`src/ext_irq_pkg.sv`:
```
package ext_irq_pkg;
   localparam int          NUM_IRQ         = 8;
   localparam int          NUM_KEY         = 16;
   localparam int          NUM_WAKE        = 8;
   localparam int          NUM_PERIPH      = 2;
   localparam int          NUM_CAND        = NUM_IRQ + NUM_PERIPH;
   localparam int          NUM_PINS        = 1 + NUM_IRQ + NUM_KEY + NUM_WAKE;
   localparam int          ADDR_W          = 24;
   // Sense selection codes per request pin
   localparam logic [1:0]  SENSE_LOW       = 2'h0;
   localparam logic [1:0]  SENSE_FALL      = 2'h1;
   localparam logic [1:0]  SENSE_RISE      = 2'h2;
   localparam logic [1:0]  SENSE_BOTH      = 2'h3;
   // Reset values
   localparam logic [7:0]  FLAGS_RESET     = 8'h00;
   localparam logic [NUM_PINS-1:0] PINS_IDLE = {NUM_PINS{1'b1}};
   // Vector numbers
   localparam logic [7:0]  NMI_VECTOR      = 8'h07;
   localparam logic [7:0]  IRQ_VECTOR_BASE = 8'h10;
   localparam logic [7:0]  PERIPH_VECTOR0  = 8'h19;
   // Requests able to leave software standby: 7, 6, 2, 1, 0
   localparam logic [7:0]  WAKE_CAPABLE    = 8'hC7;
   // Request to the CPU core
   typedef struct packed {
      logic              valid;
      logic              nmi;
      logic [7:0]        vector;
      logic [ADDR_W-1:0] address;
   } cpu_request_t;
   // Level-control bit (index into level_control[7:3]) for each request
   function automatic logic [2:0] irq_level_bit(input int i);
      case (i)
         0:       irq_level_bit = 3'h7;
         1:       irq_level_bit = 3'h6;
         2, 3:    irq_level_bit = 3'h5;
         4, 5:    irq_level_bit = 3'h4;
         default: irq_level_bit = 3'h3;
      endcase
   endfunction
   // Vector number of candidate i: requests first, then peripherals
   function automatic logic [7:0] cand_vector(input int i);
      if (i < NUM_IRQ) cand_vector = IRQ_VECTOR_BASE + 8'(i);
      else cand_vector = PERIPH_VECTOR0 + 8'(i - NUM_IRQ);
   endfunction
endpackage

```
`src/ext_irq_source.sv`:
```
// Contract
// Wake and high keys feed request 7; low keys request 6
// Only NMI, requests 7,6,2,1,0 wake standby
// NMI wins always, ignores masks
// One bit picks NMI rising or falling edge
// Each external request has its own vector
// Two-bit sense: low, falling, rising, both
// Codes 01 fall, 10 rise, 11 both, 00 low
// Request forwarded only when its enable set
// Enable 1 passes; enables reset to 0
// Each request has software-clearable status flag
// Flag clears on write 0 after read 1
// Flag clears on handling; low mode needs high
// Flag sets on condition even when disabled
// Detection ignores port direction setting
// Software keeps direction bit while pin used
// Software clears key mask 6 for request 6
// Any high-key or wake mask 0 ignores pin 7
// Key or wake input active when mask 0
// Shared requests use low or falling sense
// Peripheral request forwarded only when enabled
// Lower vector wins; fixed order within level
// Level 1 requests served before level 0
// Level bits 7,6,5,4,3 map requests 0..7
// Vectors 7 for NMI, 16..23 for requests
// Address is vector times 2 or 4
// All pins pass two-flop synchroniser first
// Unmasked active-low inputs combine into one level
module ext_irq_source
   import ext_irq_pkg::*;
(
   input  wire logic                  clk,
   input  wire logic                  rstn,
   input  wire logic                  nmi_pin,
   input  wire logic [NUM_IRQ-1:0]    ext_request_n,
   input  wire logic [NUM_KEY-1:0]    key_sense_input,
   input  wire logic [NUM_WAKE-1:0]   wake_event_input,
   input  wire logic                  nmi_edge_select,
   input  wire logic [15:0]           sense_select,
   input  wire logic [7:0]            request_enable,
   input  wire logic [7:0]            key_mask_low,
   input  wire logic [7:0]            key_mask_high,
   input  wire logic [7:0]            wake_mask,
   input  wire logic [7:3]            level_control,
   input  wire logic                  cpu_int_mask,
   input  wire logic                  user_mask_bit,
   input  wire logic                  advanced_mode,
   input  wire logic                  standby,
   input  wire logic                  flag_read,
   input  wire logic                  flag_write,
   input  wire logic [7:0]            flag_write_data,
   input  wire logic                  ack_valid,
   input  wire logic [7:0]            ack_vector,
   input  wire logic [NUM_PERIPH-1:0] periph_flag,
   input  wire logic [NUM_PERIPH-1:0] periph_enable,
   input  wire logic [NUM_PERIPH-1:0] periph_level,
   output logic      [7:0]            request_flags,
   output cpu_request_t               cpu_request,
   output logic                       wake_request
);
   logic                rst_meta_reg;
   logic                rst_sync_reg;
   logic [NUM_PINS-1:0] sync1_reg;
   logic [NUM_PINS-1:0] sync2_reg;
   logic [NUM_IRQ-1:0]  src_prev_reg;
   logic                nmi_prev_reg;
   logic                nmi_pending_reg;
   logic [7:0]          flags_reg;
   logic [7:0]          flags_next;
   logic [7:0]          armed_reg;
   cpu_request_t        cpu_request_reg;
   cpu_request_t        cpu_request_next;
   logic                wake_request_reg;

   // Reset release through two flops
   always_ff @(posedge clk or negedge rstn) begin
      if (!rstn) begin
         rst_meta_reg <= 1'b0;
         rst_sync_reg <= 1'b0;
      end else begin
         rst_meta_reg <= 1'b1;
         rst_sync_reg <= rst_meta_reg;
      end
   end

   // Two-flop synchroniser on every pin, direction of the port not involved
   always_ff @(posedge clk or negedge rst_sync_reg) begin
      if (!rst_sync_reg) begin
         sync1_reg <= PINS_IDLE;
         sync2_reg <= PINS_IDLE;
      end else begin
         sync1_reg <= {nmi_pin, ext_request_n, key_sense_input, wake_event_input};
         sync2_reg <= sync1_reg;
      end
   end

   // Synchronised pin groups
   wire                nmi_s  = sync2_reg[NUM_PINS-1];
   wire [NUM_IRQ-1:0]  ext_s  = sync2_reg[NUM_PINS-2 -: NUM_IRQ];
   wire [NUM_KEY-1:0]  key_s  = sync2_reg[NUM_WAKE +: NUM_KEY];
   wire [NUM_WAKE-1:0] wake_s = sync2_reg[NUM_WAKE-1:0];

   // Shared sources: unmasked active-low inputs ANDed into one level
   wire key_low_n   = &(key_s[7:0] | key_mask_low);
   wire key_high_n  = &(key_s[15:8] | key_mask_high);
   wire wake_n      = &(wake_s | wake_mask);
   wire pin6_n      = ext_s[6] | key_mask_low[6];
   wire irq7_pin_en = (&key_mask_high) & (&wake_mask);
   wire pin7_n      = ext_s[7] | ~irq7_pin_en;
   wire [NUM_IRQ-1:0] src_n = {pin7_n & key_high_n & wake_n, pin6_n & key_low_n,
                               ext_s[5:0]};

   // Sense condition per request source
   logic [NUM_IRQ-1:0] flag_set;
   always_comb begin
      for (int i = 0; i < NUM_IRQ; i++) begin
         case (sense_select[2*i +: 2])
            SENSE_FALL: flag_set[i] = src_prev_reg[i] & ~src_n[i];
            SENSE_RISE: flag_set[i] = ~src_prev_reg[i] & src_n[i];
            SENSE_BOTH: flag_set[i] = src_prev_reg[i] ^ src_n[i];
            default:    flag_set[i] = ~src_n[i];
         endcase
      end
   end

   // Flag clearing by software and by exception handling
   logic [NUM_IRQ-1:0] ack_clear;
   always_comb begin
      for (int i = 0; i < NUM_IRQ; i++) begin
         ack_clear[i] = ack_valid && ack_vector == cand_vector(i) &&
                        (sense_select[2*i +: 2] != SENSE_LOW || src_n[i]);
      end
   end
   wire [7:0] sw_clear = {8{flag_write}} & ~flag_write_data & armed_reg;
   assign flags_next = (flags_reg & ~(sw_clear | ack_clear)) | flag_set;

   // NMI edge detection
   wire nmi_edge  = nmi_edge_select ? (~nmi_prev_reg & nmi_s) : (nmi_prev_reg & ~nmi_s);
   wire nmi_clear = ack_valid && ack_vector == NMI_VECTOR;

   // Edge history and flag state
   always_ff @(posedge clk or negedge rst_sync_reg) begin
      if (!rst_sync_reg) begin
         src_prev_reg    <= {NUM_IRQ{1'b1}};
         nmi_prev_reg    <= 1'b1;
         nmi_pending_reg <= 1'b0;
         flags_reg       <= FLAGS_RESET;
         armed_reg       <= FLAGS_RESET;
      end else begin
         src_prev_reg    <= src_n;
         nmi_prev_reg    <= nmi_s;
         nmi_pending_reg <= nmi_edge | (nmi_pending_reg & ~nmi_clear);
         flags_reg       <= flags_next;
         armed_reg       <= flag_read ? flags_reg : (armed_reg & flags_next);
      end
   end

   // Forwarded requests and their control levels
   wire [NUM_IRQ-1:0]    irq_fwd    = flags_reg & request_enable;
   wire [NUM_PERIPH-1:0] periph_fwd = periph_flag & periph_enable;
   wire [NUM_CAND-1:0]   cand       = {periph_fwd, irq_fwd};
   logic [NUM_CAND-1:0]  cand_level;
   always_comb begin
      for (int i = 0; i < NUM_CAND; i++) begin
         if (i < NUM_IRQ) cand_level[i] = level_control[irq_level_bit(i)];
         else cand_level[i] = periph_level[i - NUM_IRQ];
      end
   end
   wire [NUM_CAND-1:0] hi_req = cand & cand_level & {NUM_CAND{~cpu_int_mask}};
   wire [NUM_CAND-1:0] lo_req = cand & ~cand_level &
                                {NUM_CAND{~cpu_int_mask & ~user_mask_bit}};

   // Priority selection: NMI, then level 1, then level 0, lowest vector first
   logic [7:0] sel_vector;
   logic       sel_valid;
   always_comb begin
      sel_vector = 8'h00;
      sel_valid  = 1'b0;
      for (int i = NUM_CAND - 1; i >= 0; i--) begin
         if (lo_req[i]) begin
            sel_vector = cand_vector(i);
            sel_valid  = 1'b1;
         end
      end
      for (int i = NUM_CAND - 1; i >= 0; i--) begin
         if (hi_req[i]) begin
            sel_vector = cand_vector(i);
            sel_valid  = 1'b1;
         end
      end
      if (nmi_pending_reg) begin
         sel_vector = NMI_VECTOR;
         sel_valid  = 1'b1;
      end
   end

   // Vector address for the selected source
   always_comb begin
      cpu_request_next.valid   = sel_valid;
      cpu_request_next.nmi     = nmi_pending_reg;
      cpu_request_next.vector  = sel_vector;
      cpu_request_next.address = advanced_mode ? {14'h0000, sel_vector, 2'h0}
                                               : {15'h0000, sel_vector, 1'h0};
   end

   // Registered outputs
   always_ff @(posedge clk or negedge rst_sync_reg) begin
      if (!rst_sync_reg) begin
         cpu_request_reg  <= '0;
         wake_request_reg <= 1'b0;
      end else begin
         cpu_request_reg  <= cpu_request_next;
         wake_request_reg <= standby &
                             (nmi_pending_reg | (|(irq_fwd & WAKE_CAPABLE)));
      end
   end

   assign request_flags = flags_reg;
   assign cpu_request   = cpu_request_reg;
   assign wake_request  = wake_request_reg;
endmodule

```
`config.mk`:
```
export PLATFORM = sky130hd
export DESIGN_NAME = ext_irq_source
export DESIGN_NICKNAME = d
export VERILOG_FILES = /design/src/ext_irq_pkg.sv /design/src/ext_irq_source.sv
export SDC_FILE = /design/constraint.sdc
export NUM_CORES = 1
export LEC_CHECK = 0
export BUFFER_PORTS_ARGS = -buffer_cell sky130_fd_sc_hd__buf_2
export CAP_MARGIN = 25
export CELL_PAD_IN_SITES_DETAIL_PLACEMENT = 0
export CELL_PAD_IN_SITES_GLOBAL_PLACEMENT = 1
export CORE_AREA = 2 2 114 144
export CTS_BUF_LIST = sky130_fd_sc_hd__clkbuf_4
export CTS_CLUSTER_DIAMETER = 200
export DETAILED_ROUTE_END_ITERATION = 10
export DIE_AREA = 0 0 116 146
export PLACE_DENSITY_LB_ADDON = 0.1
export SLEW_MARGIN = 20
export SYNTH_ARGS = -nofsm -noshare
export SYNTH_HDL_FRONTEND = slang
export SYNTH_SLANG_ARGS = --single-unit
```
`constraint.sdc`:
```
create_clock -name clk -period 4.1 [get_ports clk]
set_input_delay 1.23 -clock clk [delete_from_list [all_inputs] [get_ports clk]]
set_output_delay 1.23 -clock clk [all_outputs]
set_load 0.02 [all_outputs]
```
==> summary.md, run 1 <==
| Metric | Value |
|---|---|
| Placed insts | `726` |
| Distinct cell type count of the synthesized netlist | `60` |
| Post-Layout Cell Count | `745` |
| Critical path launch point type | `primary input` |
| Ports | `161` |
| Fin crit period | `2.63 ns` |
| Top cells by area, synth | `dfstp_2 (43%), dfrtp_1 (18%), ha_1 (4.4%)` |
| Post-CTS resize count | `0` |
| Final Skew | `0.0252 ns` |
| Final routed DRC violation total | `0` |
| Starting Density | `29.8%` |
| Congestion Overflow GR | `0` |
| Avg Inst Size Synth | `12.1 µm²` |
| Top post-synthesis cells by count | `dfstp_2 (75), nand2_1 (35), dfrtp_1 (33)` |
| Kind of critical path | `in2reg` |
| CTS hold repair buffers | `0` |
| Post-CTS setup repair buffer count | `0` |
| Root Driver | `clkbuf_4` |
| Max cap viols | `0` |
| CTS tree | `done` |
| Slew margin rel. | `66.9%` |
| Floorplan row count | `51` |
| Cts bufs inserted | `9` |
| Dominant cell type by area after synthesis | `dfstp_2` |
| Htree depth | `3` |
| CTS sink cnt | `108` |
| Worst Tran Pin Value | `0.492 ns` |
| Max Freq | `380 MHz` |
| Vias in the first global route | `3,448` |
| Required time of the critical path | `4.49 ns` |
| Antenna viol nets, final | `0` |
| Synth Cell Area | `4600 µm²` |
| Setup_tns | `0 ns` |
| Warnings from Yosys | `0` |
| Initial DRC Count | `162` |
| Synth Flop Type | `dfstp_2` |
| Worst skew pair latency | `0.47 ns` |
| FILL cells | `1,617` |
| Tcrit/Tclk final | `64.2%` |
| Yosys top cell area share | `42.9%` |
| IO buf count | `139` |
| Final net count | `660` |
| Core Box Area | `15,400 µm²` |
| Total die area | `16,900 µm²` |
| Total GRT Usage | `13.9%` |
| RePlAce Congestion | `0.795` |
| Leak | `2.55 nW` |
| Worst vdd ir | `210 µV` |
| Ys async rst share | `100%` |
| Final setup violation count | `0` |
| Fin. max-slew vios | `0` |
| Die X-Extent | `116 µm` |
| Synth Register Bits | `108` |
| Antenna violations before repair | `3` |
| Drt wl/cell | `15.4 µm` |
| Largest net degree at the start of global routing | `76` |
| Fin. Hold Viols | `0` |
| Worst Path Max Fanout | `8` |
| Layout area overhead | `22.4%` |
| DR vias/cell | `4.48` |
| DRT Pass-1 Iters | `4` |
| Sequential fraction of the synthesis area | `60.8%` |
| RSZ-0062 raised after global routing | `no` |
| First-pass GRT wire length | `18,000 µm` |
| Dpl hpwl | `9180 µm` |
| Mapped Cells | `379` |
| Number of flops mapped to enable cells by yosys | `0` |
| Via count | `3,338` |
| Worst hold path class | `reg2async` |
| DIE HEIGHT | `146 µm` |
| Leading cell type by number of instances after synthesis | `dfstp_2` |
| Longest Clk Path Bufs | `2` |
| Share of cells above drive strength 1 | `46.5%` |
| Total routed wirelength | `11,500 µm` |
| CTS clock-pin slew for the worst setup and hold paths | `0.18 ns` |
| Run status | `finished, final reports clean` |
| Power Density | `353 nW/µm²` |
| Endpoint class of the critical path | `flip-flop` |
| Crit path DAT | `3.02 ns` |
## final timing paths
path                            endpoint  cells past startpoint     startpoint  slack (ns)
hold / removal              armed_reg[7]                      0   rst_sync_reg        0.25
setup reg to reg            armed_reg[7]                      9  sync2_reg[16]        2.04
hold reg to reg             armed_reg[7]                      0   rst_sync_reg        0.25
setup / recovery            armed_reg[0]                      6  ack_vector[3]        1.47
max in group asynchronous  sync2_reg[17]                      1   rst_sync_reg        3.06
min in group clk           sync2_reg[16]                      0  sync1_reg[16]        0.35
## stage by stage
step | hold WS (ns) | util (%) | setup slack, ns | power, mW | instance area [µm²]
floorplan | 0.331 | - | 1.00 | 1.38 | 4670
global placement | 0.341 | 35.4 | 0.893 | 1.50 | 5470
detailed placement | 0.344 | 35.4 | 0.918 | 1.50 | 5470
CTS | 0.354 | 36.2 | 1.46 | 2.03 | 5600
global route | 0.300 | 36.4 | 1.38 | 2.12 | 5630
finish | 0.253 | 36.4 | 1.47 | 1.99 | 5630
## routing by layer
| metal | track usage [%] | part of all wire [%] | wire [µm] |
|---|---|---|---|
| met5 | 0 | 0 | 0 |
| met4 | 5.06 | 1.5 | 172 |
| met3 | 4.50 | 7.9 | 906 |
| met2 | 23.6 | 52 | 5920 |
| met1 | 16.3 | 39 | 4470 |
## logic make-up after synthesis
| family | count (synthesis) | synth area share, % |
|---|---|---|
| AND/OR/NAND/NOR | 120 | 14.8 |
| AO/OA/AOI/OAI | 71 | 11.1 |
| buffers and inverters | 53 | 6.20 |
| flip-flops | 108 | 60.8 |
| other | 2 | 0.163 |
| adder cells (fa/ha/maj) | 16 | 4.35 |
| multiplexers | 9 | 2.53 |
## power by group
group / internal (mW) / switching, mW
Clock: 0.135 / 0.368
Combinational: 0.117 / 0.164
Sequential: 1.16 / 0.0459
Total: 1.41 / 0.578
## cells in the final DEF (no fill, tap or decap), types with 10 or more instances in the layout
master,n
inv_1,27
nand3b_1,10
nand2_1,35
o22ai_1,12
dfstp_2,75
ha_1,16
nor2_1,13
conb_1,22
buf_2,139
dfrtp_1,32
o21ai_0,13
## worst max-delay path, stage by stage
cell	delay [ns]
buf_2	0.09
or4_4	0.59
or2_2	0.31
nor4_1	0.37
o221ai_1	0.22
a22o_1	0.21
## layout make-up
| type | instances | area [µm²] | share of cell area [%] |
|---|---|---|---|
| clock inverter | 7 | 58.8 | 1.04 |
| multi-input combinational | 238 | 1590 | 28.3 |
| timing repair buffer | 142 | 738 | 13.1 |
| inverter | 27 | 101 | 1.80 |
| tap | 212 | 265 | 4.71 |
| clock buffer | 9 | 67.6 | 1.20 |
| sequential | 108 | 2800 | 49.8 |
| antenna | 2 | 5.00 | 0.0889 |
(Power assumes the default switching activity.)
==> run 2: changes to the inputs <==
ABC_AREA = 1   (was unset)
clock period = 2.3 ns   (was 4.1 ns; I/O delays follow)
==> run 2 against run 1 <==
Combinational power is 75% higher. Register-to-register slack worse by 1.8 ns. Die area stayed put. Final cell count is 11% higher. Via count is 5.0% higher. Hold slack better by 0.034 ns. Non-clock buffer count is 8 higher. Flip-flop and latch count stayed put. Global-route usage is 0.17 points lower. Largest cell class unchanged. Sequential power is 78% higher. Count of clock-buffer cells in the layout is 1 higher. Synthesized cell count is 18% higher.
==> summary.md, run 2 <==
| Metric | Value |
|---|---|
| Run status | `finished, final reports clean` |
| Share of cells above drive strength 1 | `43.5%` |
| Worst vdd ir | `391 µV` |
| Post-Layout Cell Count | `825` |
| DIE HEIGHT | `146 µm` |
| Htree depth | `3` |
| CTS clock-pin slew for the worst setup and hold paths | `0.16 ns` |
| Slowest CP cell | `dfstp_2` |
| DRT Pass-1 Iters | `4` |
| Final Skew | `0.0131 ns` |
| Detailed route wirelength on metal2 | `5610 µm` |
| Warnings from Yosys | `0` |
| First-pass GRT wire length | `17,700 µm` |
| Synth Cell Area | `4620 µm²` |
| Distinct cell type count of the synthesized netlist | `41` |
| Final WS setup | `0.251 ns` |
| Fin. Hold Viols | `0` |
| Yosys top cell area share | `42.7%` |
| Total die area | `16,900 µm²` |
| Register Area | `2800 µm²` |
| RSZ-0062 raised after global routing | `no` |
| Power Density | `614 nW/µm²` |
| CTS sink cnt | `108` |
| Crit path DAT | `2.48 ns` |
| Max Freq | `488 MHz` |
| Final routed DRC violation total | `0` |
| Vias in the first global route | `3,734` |
| Number of flops mapped to enable cells by yosys | `0` |
| Critical path launch point type | `flip-flop` |
| Slew margin rel. | `59.5%` |
| Final setup violation count | `0` |
| Initial DRC Count | `122` |
| DP Worst Slack | `-0.160 ns` |
| Dpl hpwl | `8860 µm` |
| Synth Flop Type | `dfstp_2` |
| WP buf/inv | `1` |
| Core Box Area | `15,400 µm²` |
| Kind of critical path | `reg2reg` |
| Metal-1 WL | `4340 µm` |
| Longest Clk Path Bufs | `2` |
| Avg Inst Size Synth | `10.3 µm²` |
| Die X-Extent | `116 µm` |
| DR vias/cell | `4.25` |
| Ys async rst share | `100%` |
| Total GRT Usage | `13.7%` |
| Congestion Overflow GR | `0` |
| IO buf count | `139` |
| Worst Tran Pin Value | `0.608 ns` |
| Floorplan row count | `51` |
| Kind of cell adding the most delay to the critical path | `simple AND/OR/NAND/NOR gates` |
| Tcrit/Tclk final | `89.1%` |
| Mapped Cells | `448` |
| RePlAce Congestion | `0.823` |
| Commonest non-fill, non-tap cell in the layout | `buf_2` |
| Largest net degree at the start of global routing | `49` |
| Required time of the critical path | `2.73 ns` |
| CTS tree | `done` |
| Cells along the critical path | `or2_2, o21a_1, o221ai_2, nor4_2, nand3_1, inv_2, ha_1, o211ai_1, nand2_1, nand2_2, nand3_1, nand2_1` |
| Leak | `2.81 nW` |
| FILL cells | `1,630` |
| Setup_tns | `0 ns` |
| Dominant cell type by area after synthesis | `dfstp_2` |
| Fin crit period | `2.05 ns` |
| Top post-synthesis cells by count | `nand2_1 (87), dfstp_2 (75), inv_1 (59)` |
| Antenna viol nets, final | `0` |
| Ports | `161` |
| Cts bufs inserted | `9` |
| Drt wl/cell | `13.5 µm` |
| Worst skew pair latency | `0.47 ns` |
| Worst Path Max Fanout | `2` |
| Peak per-stage delay on the critical path | `0.54 ns` |
| Fin. max-slew vios | `0` |
| WL met3 | `838 µm` |
| Max cap viols | `0` |
| Antenna violations before repair | `2` |
| Via count | `3,505` |
| Endpoint class of the critical path | `flip-flop` |
| Starting Density | `29.9%` |
| Register-to-register setup slack | `0.25 ns` |
| Multi-input logic area | `1520 µm²` |
| Synth Register Bits | `108` |
| Tightest hold margin | `0.286 ns` |
| Final net count | `741` |
| Layout area overhead | `24.3%` |
| Root Driver | `clkbuf_4` |
| Leading cell type by number of instances after synthesis | `nand2_1` |
| DR top layer | `met5` |
| Total routed wirelength | `11,100 µm` |
| Worst hold path class | `in2reg` |
| Placed insts | `806` |
| Most frequent cells in the layout | `buf_2 (139), nand2_1 (86), dfstp_2 (75)` |
| Top cells by area, synth | `dfstp_2 (43%), dfrtp_1 (18%), nand2_1 (7.1%)` |
| Sequential fraction of the synthesis area | `60.5%` |
## run 2: power by group
group	internal [mW]	switching (mW)	total (mW)	leakage [nW]
clock network	0.247	0.647	0.894	0.0727
registers	2.06	0.0761	2.14	1.14
logic	0.199	0.294	0.493	1.59
total	2.51	1.02	3.52	2.81
## run 2: cell families after synthesis
family	after synthesis	synth area share, %
simple gates	177	18.0
flops	108	60.5
buf+inv	85	8.83
compound gates	60	8.18
fa+ha+maj	16	4.33
other cells	2	0.163
## run 2: final timing paths
path / from / endpoint / cells past startpoint
hold / removal: ext_request_n[7] / sync1_reg[31] / 1
setup reg to reg: sync2_reg[4] / armed_reg[7] / 12
max in group asynchronous: rst_sync_reg / src_prev_reg[6] / 1
hold reg to reg: sync1_reg[9] / sync2_reg[9] / 0
setup / recovery: sync2_reg[4] / armed_reg[7] / 12
min in group asynchronous: rst_sync_reg / cpu_request[24] / 0
## run 2: stage by stage
stage / instance area [µm²] / total power [mW] / utilization [%]
after global placement: 5570 / 2.65 / 36.1
after global routing: 5740 / 3.76 / 37.2
final: 5740 / 3.52 / 37.2
after detailed placement: 5570 / 2.66 / 36.1
after CTS: 5700 / 3.60 / 36.9
after floorplan: 4700 / 2.45 / -
## run 2: repair_timing
item	4_1_cts	5_1_grt
setup buffers	0	1
hold endpoints to repair	2	0
hold buffers	1	0
endpoints found under the setup margin	0	2
resized for setup	0	9
## run 2: final cells by class
| type | instances | share of cell area [%] |
|---|---|---|
| clock buffer | 10 | 1.31 |
| tap | 212 | 4.62 |
| multi-input combinational | 275 | 26.5 |
| sequential | 108 | 48.8 |
| antenna | 1 | 0.0436 |
| timing repair buffer | 150 | 13.8 |
| inverter | 63 | 4.16 |
| clock inverter | 6 | 0.828 |
## run 2: routing by layer
metal,GRT usage [%],vias to the layer above
met3,4.54,23
met5,0,-
li1,-,1735
met1,15.2,1610
met4,6.01,2
met2,23.7,135
